$ cat config.mk
export PLATFORM = sky130hd
export DESIGN_NAME = gauge_load_model_relax_ctrl
export DESIGN_NICKNAME = d
export VERILOG_FILES = /design/src/gauge_pkg.sv /design/src/gauge_load_model_relax_ctrl.sv
export VERILOG_INCLUDE_DIRS = /design/src
export SDC_FILE = /design/constraint.sdc
export NUM_CORES = 2
export LEC_CHECK = 0
export ABC_CLOCK_PERIOD_IN_PS = 12620
export BUFFER_PORTS_ARGS = -buffer_cell sky130_fd_sc_hd__clkbuf_2
export CAP_MARGIN = 5
export CORE_MARGIN = 2
export CORE_UTILIZATION = 53
export DETAILED_ROUTE_END_ITERATION = 8
export MAX_ROUTING_LAYER = met4
export PLACE_DENSITY = 0.69
export SYNTH_ARGS = -nofsm -noshare
export SYNTH_HDL_FRONTEND = slang
export SYNTH_SLANG_ARGS = --single-unit
$ cat constraint.sdc
create_clock -name clock -period 12.62 [get_ports clock]
set_clock_uncertainty 0.05 [all_clocks]
set_input_delay 0.631 -clock clock [delete_from_list [all_inputs] [get_ports clock]]
set_output_delay 0.631 -clock clock [all_outputs]
set_load 0.05 [all_outputs]
$ cat src/gauge_consts.svh
// register offsets, field positions, reset values and timing figures of the gauge controller
`ifndef GAUGE_CONSTS_SVH
`define GAUGE_CONSTS_SVH
`define OFS_MODE        12'h000
`define OFS_USER_I      12'h004
`define OFS_USER_P      12'h008
`define OFS_HOST_RATE   12'h00C
`define OFS_DESIGN_CAP  12'h010
`define OFS_DESIGN_NRG  12'h014
`define OFS_RESV_MAH    12'h018
`define OFS_RESV_MWH    12'h01C
`define OFS_THR_DSG     12'h020
`define OFS_THR_CHG     12'h024
`define OFS_QUIT_I      12'h028
`define OFS_RELAX_T     12'h02C
`define OFS_MEAS        12'h030
`define OFS_PREV_RUN    12'h034
`define OFS_STATUS      12'h038
`define OFS_LOAD_RATE   12'h03C
`define OFS_RESERVE     12'h040
`define OFS_QMAX0       12'h044
`define OFS_QMAX1       12'h048
`define OFS_LEARN0      12'h04C
`define OFS_LEARN1      12'h050
`define OFS_VOLT        12'h054
`define OFS_VSLOPE      12'h058
// control word fields
`define MODE_BIT        0
`define SEL_LSB         4
`define PROFILE_BIT     8
`define RESCAP_BIT      9
// status word and learn flag fields
`define ST_LOAD_MODEL   0
`define ST_RELAXED      1
`define ST_OCV_READY    2
`define ST_DSG_FLOW     3
`define ST_CHG_FLOW     4
`define ST_QMAX_EN      5
`define LEARN_BIT       0
`define LEARN_MASK      8'h01
// reset values
`define SEL_RESET       3'h1
`define QMAX_RESET      16'h03E8
`define DSG_RELAX_RST   16'h003C
`define CHG_RELAX_RST   16'h003C
`define QUIT_RELAX_RST  8'h01
`define VSLOPE_RST      16'h7FFF
// timing
`define CLK_HZ          125000000
`define OCV_WAIT_S      300
`define LPF_SHIFT       4
`define SLOPE_LIMIT_UV  16'h0004
`endif

$ cat src/gauge_pkg.sv
// types shared by the gauge load model and relax controller
package gauge_pkg;
  typedef enum logic [1:0] {
    ST_ACTIVE = 2'b00,
    ST_RELAX  = 2'b01,
    ST_OCV    = 2'b10
  } relax_state_t;
  typedef logic [15:0] word_t;
endpackage

$ cat src/gauge_load_model_relax_ctrl.sv
// load model selection, reserve compensation and relaxation control with APB registers
//
// The implementer's own choices: the placing of the registers and the APB register port.
`include "gauge_consts.svh"

module gauge_load_model_relax_ctrl #(
  parameter int unsigned CLK_HZ     = `CLK_HZ,            // core clock rate
  parameter int unsigned OCV_WAIT_S = `OCV_WAIT_S         // relaxed time before readings
) (
  input  wire logic         clock,                // 125 MHz core clock
  input  wire logic         rst,                  // synchronous reset, active high
  input  wire logic         psel,                 // apb select
  input  wire logic         penable,              // apb access phase
  input  wire logic         pwrite,               // apb write
  input  wire logic [11:0]  paddr,                // apb byte address
  input  wire logic [31:0]  pwdata,               // apb write data
  output logic      [31:0]  prdata,               // apb read data
  output logic              pready,               // apb ready
  output logic              pslverr,              // apb error on unmapped address
  output logic              load_model_flag,      // constant power model active
  output logic              relaxed,              // relaxation mode
  output logic              ocv_sample,           // open circuit voltage reading window
  output logic              qmax_update_en,       // capacity update allowed
  output gauge_pkg::word_t  load_rate             // selected rate for compensation
);
  import gauge_pkg::*;

  // one second tick divider so relax times are in seconds
  localparam int unsigned SEC_CYC = CLK_HZ;
  logic [31:0] sec_cnt_q;
  logic        sec_tick_q;

  // software-owned configuration
  logic        mode_q;
  logic [2:0]  sel_q;
  logic        profile_q;
  logic        rescap_q;
  word_t       user_i_q, user_p_q, host_rate_q, design_cap_q, design_nrg_q;
  word_t       resv_mah_q, resv_mwh_q, thr_dsg_q, thr_chg_q, quit_i_q;
  word_t       dsg_relax_q, chg_relax_q;
  logic [7:0]  quit_relax_q;
  // measurement inputs written by the sampling firmware path
  word_t       mean_cell_current_q, volt_q, vslope_q, remaining_charge_q, remaining_energy_q;
  word_t       prev_i_q, prev_p_q, cyc_i_q, cyc_p_q;
  word_t       filt_q;
  word_t       qmax_q [2];
  logic [7:0]  learn_q [2];
  word_t       reserve_q;
  logic        dsg_flow_q, chg_flow_q;
  relax_state_t state_q;
  logic [15:0] below_cnt_q;
  logic [7:0]  above_cnt_q;
  logic [31:0] relax_sec_q;

  // magnitude of a signed reading
  function automatic word_t mag(input word_t v);
    mag = v[15] ? word_t'(-v) : v;
  endfunction

  // divide by five, low 16 bits
  function automatic word_t div5(input word_t v);
    div5 = word_t'(v / 16'h0005);
  endfunction

  wire wr_en = psel && penable && pwrite;
  wire rd_en = psel && penable && !pwrite;

  always_ff @(posedge clock) begin
    if (rst || sec_cnt_q == SEC_CYC - 1) begin
      sec_cnt_q <= 32'h0;
    end else begin
      sec_cnt_q <= sec_cnt_q + 32'h1;
    end
  end

  always_ff @(posedge clock) begin
    if (rst) begin
      sec_tick_q <= 1'b0;
    end else begin
      sec_tick_q <= (sec_cnt_q == SEC_CYC - 1);
    end
  end

  // configuration writes; defaults constant current and code 1
  always_ff @(posedge clock) begin
    if (rst) begin
      mode_q       <= 1'b0;
      sel_q        <= `SEL_RESET;
      profile_q    <= 1'b0;
      rescap_q     <= 1'b0;
      user_i_q     <= 16'h0000;
      user_p_q     <= 16'h0000;
      host_rate_q  <= 16'h0000;
      design_cap_q <= `QMAX_RESET;
      design_nrg_q <= 16'h0000;
      resv_mah_q   <= 16'h0000;
      resv_mwh_q   <= 16'h0000;
      thr_dsg_q    <= 16'h0000;
      thr_chg_q    <= 16'h0000;
      quit_i_q     <= 16'h0000;
      dsg_relax_q  <= `DSG_RELAX_RST;
      chg_relax_q  <= `CHG_RELAX_RST;
      quit_relax_q <= `QUIT_RELAX_RST;
      mean_cell_current_q <= 16'h0000;
      volt_q       <= 16'h0000;
      vslope_q     <= `VSLOPE_RST;  // steepest positive slope, no learning before a reading
      remaining_charge_q <= 16'h0000;
      remaining_energy_q <= 16'h0000;
      prev_i_q     <= 16'h0000;
      prev_p_q     <= 16'h0000;
    end else if (wr_en) begin
      case (paddr)
        `OFS_MODE: begin
          mode_q    <= pwdata[`MODE_BIT];
          sel_q     <= pwdata[`SEL_LSB+2:`SEL_LSB];
          profile_q <= pwdata[`PROFILE_BIT];
          rescap_q  <= pwdata[`RESCAP_BIT];
        end
        `OFS_USER_I:     user_i_q     <= pwdata[15:0];
        `OFS_USER_P:     user_p_q     <= pwdata[15:0];
        `OFS_HOST_RATE:  host_rate_q  <= pwdata[15:0];
        `OFS_DESIGN_CAP: design_cap_q <= pwdata[15:0];
        `OFS_DESIGN_NRG: design_nrg_q <= pwdata[15:0];
        `OFS_RESV_MAH:   resv_mah_q   <= pwdata[15:0];
        `OFS_RESV_MWH:   resv_mwh_q   <= pwdata[15:0];
        `OFS_THR_DSG:    thr_dsg_q    <= pwdata[15:0];
        `OFS_THR_CHG:    thr_chg_q    <= pwdata[15:0];
        `OFS_QUIT_I:     quit_i_q     <= pwdata[15:0];
        `OFS_RELAX_T: begin
          dsg_relax_q  <= {8'h00, pwdata[7:0]};
          chg_relax_q  <= {8'h00, pwdata[15:8]};
          quit_relax_q <= pwdata[23:16];
        end
        `OFS_MEAS: begin
          mean_cell_current_q <= pwdata[15:0];
          remaining_charge_q  <= pwdata[31:16];
        end
        `OFS_PREV_RUN: begin
          prev_i_q <= pwdata[15:0];
          prev_p_q <= pwdata[31:16];
        end
        `OFS_VOLT: begin
          volt_q             <= pwdata[15:0];
          remaining_energy_q <= pwdata[31:16];
        end
        `OFS_VSLOPE:     vslope_q     <= pwdata[15:0];
        default: ;
      endcase
    end
  end

  // real current flow detection against both thresholds
  always_ff @(posedge clock) begin
    if (rst) begin
      dsg_flow_q <= 1'b0;
      chg_flow_q <= 1'b0;
    end else begin
      dsg_flow_q <= mean_cell_current_q[15] && (mag(mean_cell_current_q) > thr_dsg_q);
      chg_flow_q <= !mean_cell_current_q[15] && (mean_cell_current_q > thr_chg_q);
    end
  end

  // 16 s low-pass, one step per second; signed shifts keep discharge currents negative
  always_ff @(posedge clock) begin
    if (rst) begin
      filt_q <= 16'h0000;
    end else if (sec_tick_q) begin
      filt_q <= word_t'($signed(filt_q) - ($signed(filt_q) >>> `LPF_SHIFT)
                        + ($signed(mean_cell_current_q) >>> `LPF_SHIFT));
    end
  end

  // present-cycle averages approximated by half-step averaging while discharging
  always_ff @(posedge clock) begin
    if (rst) begin
      cyc_i_q <= 16'h0000;
      cyc_p_q <= 16'h0000;
    end else if (sec_tick_q && dsg_flow_q) begin
      cyc_i_q <= word_t'((32'(cyc_i_q) + 32'(mag(mean_cell_current_q))) >> 1);
      cyc_p_q <= word_t'((32'(cyc_p_q) + ((32'(mag(mean_cell_current_q)) * 32'(volt_q)) >> 16)) >> 1);
    end
  end

  // rate behind load-compensated capacity
  always_ff @(posedge clock) begin
    if (rst) begin
      load_rate <= 16'h0000;
    end else if (!mode_q) begin
      case (sel_q)
        3'h0:    load_rate <= prev_i_q;
        3'h1:    load_rate <= cyc_i_q;
        3'h2:    load_rate <= mean_cell_current_q;
        3'h3:    load_rate <= filt_q;
        3'h4:    load_rate <= div5(design_cap_q);
        3'h5:    load_rate <= host_rate_q;
        3'h6:    load_rate <= user_i_q;
        default: load_rate <= cyc_i_q;
      endcase
    end else begin
      case (sel_q)
        3'h0:    load_rate <= prev_p_q;
        3'h1:    load_rate <= cyc_p_q;
        3'h2:    load_rate <= word_t'((32'(mag(mean_cell_current_q)) * 32'(volt_q)) >> 16);
        3'h3:    load_rate <= word_t'((32'(mag(filt_q)) * 32'(volt_q)) >> 16);
        3'h4:    load_rate <= div5(design_nrg_q);
        3'h5:    load_rate <= host_rate_q;
        3'h6:    load_rate <= user_p_q;
        default: load_rate <= cyc_p_q;
      endcase
    end
  end

  // reserve left after the reported value reaches zero, optionally halved as no-load comp
  always_ff @(posedge clock) begin
    if (rst) begin
      reserve_q <= 16'h0000;
    end else if (!mode_q) begin
      reserve_q <= (remaining_charge_q == 16'h0000) ?
                   (rescap_q ? (resv_mah_q >> 1) : resv_mah_q) : 16'h0000;
    end else begin
      reserve_q <= (remaining_energy_q == 16'h0000) ?
                   (rescap_q ? (resv_mwh_q >> 1) : resv_mwh_q) : 16'h0000;
    end
  end

  wire below_quit = mag(mean_cell_current_q) < quit_i_q;
  wire [15:0] relax_need = (dsg_relax_q < chg_relax_q) ? dsg_relax_q : chg_relax_q;

  // qualification timers, counted in seconds
  always_ff @(posedge clock) begin
    if (rst || !below_quit || state_q != ST_ACTIVE) begin
      below_cnt_q <= 16'h0000;
    end else if (sec_tick_q && below_cnt_q != 16'hFFFF) begin
      below_cnt_q <= below_cnt_q + 16'h0001;
    end
  end

  always_ff @(posedge clock) begin
    if (rst || below_quit || state_q == ST_ACTIVE) begin
      above_cnt_q <= 8'h00;
    end else if (sec_tick_q && above_cnt_q != 8'hFF) begin
      above_cnt_q <= above_cnt_q + 8'h01;
    end
  end

  always_ff @(posedge clock) begin
    if (rst || state_q == ST_ACTIVE) begin
      relax_sec_q <= 32'h0;
    end else if (sec_tick_q && relax_sec_q != 32'hFFFFFFFF) begin
      relax_sec_q <= relax_sec_q + 32'h1;
    end
  end

  // relaxation state machine
  always_ff @(posedge clock) begin
    if (rst) begin
      state_q <= ST_ACTIVE;
    end else begin
      case (state_q)
        ST_ACTIVE: if (below_quit && below_cnt_q >= relax_need) state_q <= ST_RELAX;
        ST_RELAX: begin
          if (!below_quit && above_cnt_q >= quit_relax_q) state_q <= ST_ACTIVE;
          else if (relax_sec_q >= OCV_WAIT_S) state_q <= ST_OCV;
        end
        ST_OCV: if (!below_quit && above_cnt_q >= quit_relax_q) state_q <= ST_ACTIVE;
        default: state_q <= ST_ACTIVE;
      endcase
    end
  end

  wire slope_ok = mag(vslope_q) < `SLOPE_LIMIT_UV;

  // pin outputs follow state, load_model_flag follows mode_q, one flop each
  always_ff @(posedge clock) begin
    if (rst) begin
      relaxed         <= 1'b0;
      ocv_sample      <= 1'b0;
      qmax_update_en  <= 1'b0;
      load_model_flag <= 1'b0;
    end else begin
      relaxed         <= (state_q != ST_ACTIVE);
      ocv_sample      <= (state_q == ST_OCV);
      qmax_update_en  <= (state_q == ST_OCV) && slope_ok;
      load_model_flag <= mode_q;
    end
  end

  // per-profile capacity and learn flag; hardware learn beats a software write
  always_ff @(posedge clock) begin
    if (rst) begin
      qmax_q[0]  <= `QMAX_RESET;
      qmax_q[1]  <= `QMAX_RESET;
      learn_q[0] <= 8'h00;
      learn_q[1] <= 8'h00;
    end else begin
      if (wr_en && paddr == `OFS_QMAX0) qmax_q[0] <= pwdata[15:0];
      if (wr_en && paddr == `OFS_QMAX1) qmax_q[1] <= pwdata[15:0];
      if (wr_en && paddr == `OFS_LEARN0) learn_q[0] <= pwdata[7:0] & `LEARN_MASK;
      if (wr_en && paddr == `OFS_LEARN1) learn_q[1] <= pwdata[7:0] & `LEARN_MASK;
      if (qmax_update_en && sec_tick_q) begin
        qmax_q[profile_q] <= word_t'((32'(qmax_q[profile_q]) + 32'(remaining_charge_q)) >> 1);
        learn_q[profile_q][`LEARN_BIT] <= 1'b1;
      end
    end
  end

  // apb read mux; every access completes with no wait state
  always_ff @(posedge clock) begin
    if (rst) begin
      prdata  <= 32'h0;
      pready  <= 1'b0;
      pslverr <= 1'b0;
    end else begin
      pready  <= psel && !penable;
      pslverr <= 1'b0;
      if (psel && !penable) begin
        prdata <= 32'h0;
        case (paddr)
          `OFS_MODE:       prdata <= {22'h0, rescap_q, profile_q, 1'b0, sel_q, 3'h0, mode_q};
          `OFS_USER_I:     prdata <= {16'h0, user_i_q};
          `OFS_USER_P:     prdata <= {16'h0, user_p_q};
          `OFS_HOST_RATE:  prdata <= {16'h0, host_rate_q};
          `OFS_DESIGN_CAP: prdata <= {16'h0, design_cap_q};
          `OFS_DESIGN_NRG: prdata <= {16'h0, design_nrg_q};
          `OFS_RESV_MAH:   prdata <= {16'h0, resv_mah_q};
          `OFS_RESV_MWH:   prdata <= {16'h0, resv_mwh_q};
          `OFS_THR_DSG:    prdata <= {16'h0, thr_dsg_q};
          `OFS_THR_CHG:    prdata <= {16'h0, thr_chg_q};
          `OFS_QUIT_I:     prdata <= {16'h0, quit_i_q};
          `OFS_RELAX_T:    prdata <= {8'h0, quit_relax_q, chg_relax_q[7:0], dsg_relax_q[7:0]};
          `OFS_MEAS:       prdata <= {remaining_charge_q, mean_cell_current_q};
          `OFS_PREV_RUN:   prdata <= {prev_p_q, prev_i_q};
          `OFS_STATUS:     prdata <= {26'h0, qmax_update_en, chg_flow_q, dsg_flow_q,
                                      ocv_sample, relaxed, mode_q};
          `OFS_LOAD_RATE:  prdata <= {16'h0, load_rate};
          `OFS_RESERVE:    prdata <= {16'h0, reserve_q};
          `OFS_QMAX0:      prdata <= {16'h0, qmax_q[0]};
          `OFS_QMAX1:      prdata <= {16'h0, qmax_q[1]};
          `OFS_LEARN0:     prdata <= {24'h0, learn_q[0]};
          `OFS_LEARN1:     prdata <= {24'h0, learn_q[1]};
          `OFS_VOLT:       prdata <= {remaining_energy_q, volt_q};
          `OFS_VSLOPE:     prdata <= {16'h0, vslope_q};
          default:         pslverr <= 1'b1;
        endcase
      end
    end
  end

  // checks next to the logic
  a_flag_mirror: assert property (@(posedge clock) disable iff (rst)
    ##1 load_model_flag == $past(mode_q)) else $error("load model flag does not follow mode");
  a_rate_user_i: assert property (@(posedge clock) disable iff (rst)
    (!mode_q && sel_q == 3'h6 && $stable(user_i_q)) |=> load_rate == $past(user_i_q))
    else $error("user current rate not selected");
  a_rate_user_p: assert property (@(posedge clock) disable iff (rst)
    (mode_q && sel_q == 3'h6) |=> load_rate == $past(user_p_q)) else $error("user power rate not selected");
  a_relax_entry: assert property (@(posedge clock) disable iff (rst)
    (state_q == ST_ACTIVE && below_quit && below_cnt_q >= relax_need) |=> state_q == ST_RELAX)
    else $error("relax not entered after relax time");
  a_no_early_entry: assert property (@(posedge clock) disable iff (rst)
    (state_q == ST_ACTIVE && !below_quit) |=> state_q == ST_ACTIVE) else $error("relax entered with high current");
  a_ocv_after_relax: assert property (@(posedge clock) disable iff (rst)
    ocv_sample |-> relax_sec_q >= OCV_WAIT_S) else $error("ocv window too early");
  a_qmax_slope: assert property (@(posedge clock) disable iff (rst)
    qmax_update_en |-> $past(slope_ok) && $past(state_q == ST_OCV)) else $error("capacity update without slope");
  a_stay_relaxed: assert property (@(posedge clock) disable iff (rst)
    (state_q != ST_ACTIVE && below_quit) |=> state_q != ST_ACTIVE) else $error("relax left with low current");
  a_learn_set: assert property (@(posedge clock) disable iff (rst)
    (qmax_update_en && sec_tick_q && !profile_q) |=> learn_q[0][`LEARN_BIT]) else $error("learn bit not set");
endmodule // gauge_load_model_relax_ctrl

-- Word-level counts from Yosys, hierarchy flattened
Memory sizes are Yosys's and may differ from the RTL's. A register that Yosys moved wholly into a read port is not among the register bits.
Index checks and enable logic that the tools add are counted.
- logic and storage cells: 204
- RAM bits: 34
- register bits: 513
- output and inout bits: 54
- input bits: 49
- memories: 2
- memory list (memory ; words ; bits a word ; rd ports ; clocked after Yosys merged registers in ; write ports ; RTL line ; source):
    qmax_q ; 2 ; 16 ; 3 ; 1 ; 3 ; gauge_load_model_relax_ctrl.sv:46 ; word_t qmax_q [2];
    learn_q ; 2 ; 1 ; 2 ; 0 ; 3 ; gauge_load_model_relax_ctrl.sv:47 ; logic [7:0] learn_q [2];
- eq/ne operators: 36
- mux-type cells: 42
- reductions and logical operators: 51
- magnitude comparators: 8
- divide/modulo/power cells: 2
- add/sub/neg operators: 12
- bitwise gates (word level): 5
- multipliers: 2
- operators by type and width (kind ; count):
    $pmux 32 s23 ; 1
    $pmux 16 s6 ; 2
    $mux 16 ; 11
    $eq 12x6->1 const B ; 8
    $eq 12x7->1 const B ; 7
    $add 32x1->32 const B ; 2
    $mul 16x16->32 ; 2
    $add 16x16->17 ; 3
    $eq 12x5->1 const B ; 4
    $neg 16->16 ; 3
    $div 16x3->16 const B ; 2
    $eq 32x27->1 const B ; 1
    $ge 32x9->1 const B ; 1
    $gt 16x16->1 ; 2
    $logic_not 16->1 ; 2
    $ne 32x32->1 const B ; 1
    $reduce_and 2->1 ; 16
    $eq 12x4->1 const B ; 2
    $reduce_or 23->1 ; 1
    $mux 1 ; 22
    $logic_and 1x1->1 ; 17
    $add 16x1->16 const B ; 1
    $add 16x12->16 ; 1
    $ge 16x8->1 ; 1
    29 further kinds ; 45

-- Longest topological paths before layout
- depth after elaboration: 7
- gate-level depth with buffers: 45
- mapped depth without buffers: 43

-- Worst setup path before layout
Ideal clock, no wire load.
- path kind: register to register
- from: register mean_cell_current_q[3]
- to: register cyc_p_q[15]
- period minus slack after synthesis: 9770 ps
- cell stages (with the launch flop): 44
- data required time: 12436 ps
- slack: 2850 ps
- arrival time: 9586 ps
- cell sequence: dfxtp_1 > clkbuf_1 > or4_1 > or4_1 > or3_1 > o21ai_0 > xnor2_1 > clkbuf_1 > nand2_1 > fa_1 > inv_1 > fa_1 > inv_1 > fa_1 > inv_1 > fa_1 > inv_1 > fa_1 > (+8 left out) > nor2_1 > xnor2_1 > fa_1 > a21o_1 > a21oi_1 > o21bai_1 > a21oi_1 > o21bai_1 > a21oi_1 > o21bai_1 > a21oi_1 > o21bai_1 > a21oi_1 > o21bai_1 > a21oi_1 > nor2b_1 > o21ai_0 > a211oi_1
- longest elaborated chain between the ends: 4
- RTL lines (item ; RTL line ; source):
    from (decl) ; gauge_load_model_relax_ctrl.sv:43 ; word_t mean_cell_current_q, volt_q, vslope_q, remaining_charge_q, remaining_energy_q;
    from (signal assigned) ; gauge_load_model_relax_ctrl.sv:135 ; mean_cell_current_q <= pwdata[15:0];
    $neg 16->16 ; gauge_load_model_relax_ctrl.sv:57 ; mag = v[15] ? word_t'(-v) : v;
    $mux 16 * ; gauge_load_model_relax_ctrl.sv:57 ;
    $mul 16x16->32 * ; gauge_load_model_relax_ctrl.sv:180 ; cyc_p_q <= word_t'((32'(cyc_p_q) + ((32'(mag(mean_cell_current_q)) * 32'(volt_q)) >> 16)) >> 1);
    $add 16x16->17 * ; gauge_load_model_relax_ctrl.sv:180 ;
    to (signal assigned) ; gauge_load_model_relax_ctrl.sv:180 ;
    to (decl) ; gauge_load_model_relax_ctrl.sv:44 ; word_t prev_i_q, prev_p_q, cyc_i_q, cyc_p_q;
Every way passes the cells marked *; elsewhere a longest branch is shown, timed or not.
A chain may end at the register's enable or synchronous reset.

-- Final worst setup path
Same ends and word-level chain as after synthesis.

==> reports/metrics.cfg <==
[timing]
slew_violations=2
fmax_mhz=93.9
fin_tns_setup_ns=0
worst_pin_slew_ns=1.76
finalSetupViolCount=0
fin_crit_ns=10.65
hold_viol=0
rsz0062_at_grt=no
slew_headroom=-0.172
fin_crit_sh=0.844
setup_ws_ns=1.97

[detailed_routing]
via_count=45500
drc_errors=0
detail-route-antenna-nets=0
via_per_inst=6.28
wire_per_inst_um=25.5
dr.pass1.iters=9
drtIter0Drc=5614
routed_wirelength_um=184000

[logic_synthesis]
synthTopCellsByArea=dfxtp_1 (21%), fa_1 (17%), ha_1 (8.9%), nand2_1 (8.6%), a21oi_1 (5.1%)
synth-seq-area-share=0.232
synth_top_family_by_area=adder cells
synth_nets=6912
synthDistinctLibCells=99
yosys_warnings=0
synthMuxAreaShare=0.0167
synthTopCellsByCount=nand2_1 (1,112), inv_1 (640), dfxtp_1 (516)
synth-simple-area-share=0.200
async_flop_share=0
postSynthCellCount=6114
synth_edf_count=32
synth.top_cell.area_share=0.212
synthAdderAreaFrac=0.255
synth-xor-area-share=0.0372
netlist_area_um2=48700
synth-compound-area-share=0.177
ys_seq_elements=548
synth.most_common_cell=nand2_1
synth_area_leader_cell=dfxtp_1
avgSynthCellArea_um2=7.97
synth_ff_type=dfxtp_1

[cts]
clock-sinks=548
htreeDepth=2
cts_setup_buffers=0
cts.reportedPaths.clkPinSlew_ns=0.07
cts_hold_buffers=0
cts_buffers=60
cts.path.max_buffers=3
worstSkewPairLatency_ns=0.69
cts-root-buf=clkbuf_16
cts_resized=0
cts_tree=done

[worst_setup_path]
startpoint=mean_cell_current_q[3]$_SDFFE_PP0P_
crit_slowest_cell=or4_1
r2r_end=cyc_p_q[15]$_SDFFE_PP0P_
cpPeakStageDelay_ns=0.63
critPathLaunchType=register
crit_path_end=cyc_p_q[15]$_SDFFE_PP0P_
worst-path-max-fanout=19
cp.arrival_ns=11.10
worstSetupEndpointType=register
r2r_slack_ns=1.97
r2r_start=mean_cell_current_q[3]$_SDFFE_PP0P_
ff2ff_path_depth=43
crit_required_ns=13.07
critPathKind=register to register

[min_path]
min_path_type=primary input to register

[cells_and_area]
fill_cells=8475
drive_above_1_share=0.0734
syn2layout_area_growth_pct=7.55
nets=6784

[place]
dpl.hpwl_um=134000
io_buffers=102
place.gp.congestion=1.08
pre_cts_slack_ns=2.05

[global_route]
grt_pass1_wl_um=277000
grt_overflow=0
grt_max_degree=90
antenna_found_initial=16
grt_use_total=0.401
grt_pass1_vias=43700

[die]
fp-row-count=111
die_area_um2=94400
die_height_um=307
initial_core_util=0.533
core_um2=91400
ioPinCount=103
die_w_um=307

[job]
maxCapViolCount=1

[status]
violations=max-capacitance violations, max-slew violations
status=complete, but fails checks

[power]
p_leak_nw=21.9
peakVddDrop_mv=0.124
powerDensity_nw_per_um2=72.7

routing by layer:
metal	part of all wire	track usage
met1	0.38	0.487
met4	0.080	0.259
met3	0.11	0.0983
met2	0.43	0.594
met5	0	-
stage by stage:
step | instances | total power, W | hold slack [ns] | util | instance area [µm²]
2_1_floorplan | 6114 | 0.00188 | 0.376 | - | 48700
3_5_place_dp | 7108 | 0.00194 | 0.400 | 0.550 | 50200
5_1_grt | 7236 | 0.00387 | 0.154 | 0.573 | 52400
6_report | 7236 | 0.00381 | 0.149 | 0.573 | 52400
4_1_cts | 7222 | 0.00380 | 0.142 | 0.573 | 52400
3_3_place_gp | 7108 | 0.00194 | 0.393 | 0.550 | 50200
worst max-delay path: cells and delay by family, from the launching register on:
kind	cells	cell delay (ns)
fa+ha+maj	8	3.56
compound gates	20	3.39
simple gates	7	2.11
xor+xnor	2	0.34
flops	1	0.43
buf+inv	6	0.59
layout by cell type (no fill, tap or decap), types with 23 or more instances in the layout:
cell type,count
nor2b_1,52
nand3_1,123
fa_1,404
a21oi_1,501
a22oi_1,67
o31ai_1,24
edfxtp_1,32
nand2b_1,40
ha_1,345
o211ai_1,46
xor2_1,72
a21o_1,47
inv_1,639
xnor2_1,117
or3_1,34
mux2_2,32
clkbuf_2,102
o21ai_0,190
and2_1,177
a211o_1,23
nor3_1,70
clkbuf_16,61
mux2i_1,41
nor4_1,33
nand2_1,1111
o21bai_1,26
a221oi_1,71
and3_1,26
dfxtp_1,513
nor2_1,350
a22o_1,38
nand4_1,55
a211oi_1,37
buf_4,112
a222oi_1,28
report_power, final:
group,switching (W),internal (W),total [W]
Sequential,0.0000116,0.00176,0.00177
Clock,0.000805,0.00110,0.00190
Combinational,0.000116,0.0000250,0.000141
Total,0.000933,0.00288,0.00381
how the worst min path moves through the flow:
stage,from,endpoint,slack [ns],cells after the start
after floorplan,sec_cnt_q[0]$_SDFF_PP0_,sec_cnt_q[0]$_SDFF_PP0_,0.38,1
after global placement,sec_cnt_q[0]$_SDFF_PP0_,sec_cnt_q[0]$_SDFF_PP0_,0.39,1
after detailed placement,sec_cnt_q[0]$_SDFF_PP0_,sec_cnt_q[0]$_SDFF_PP0_,0.40,1
after CTS,pwdata[24],remaining_charge_q[8]$_SDFFE_PP0P_,0.14,3
after global routing,pwdata[24],remaining_charge_q[8]$_SDFFE_PP0P_,0.15,3
final,pwdata[24],remaining_charge_q[8]$_SDFFE_PP0P_,0.15,3
cells by family after synthesis:
kind of cell / Yosys count
muxes: 75
buffers and inverters: 1048
xor gates and xnor gates: 205
and+or+nand+nor: 2170
adders and majority gates: 749
DFF: 548
AOI/OAI and AO/OA: 1319
registers in the layout (all words and copies together) (netlist names), 32 cells and up, named ones only:
name,cells
qmax_q,32
sec_cnt_q,32
prdata,32
relax_sec_q,32
final cells by class:
class | instances | area, µm² | share of cell area
multi-input cells | 4518 | 33700 | 0.643
flip-flops and latches | 548 | 11300 | 0.216
inverters | 643 | 2410 | 0.0461
clock buffers | 85 | 1760 | 0.0335
well taps | 1186 | 1480 | 0.0283
repair buffers | 215 | 1370 | 0.0261
clock inverters | 29 | 367 | 0.00700
diodes | 12 | 30.0 | 0.000573
Note: power is estimated with default switching activity, not from simulation.
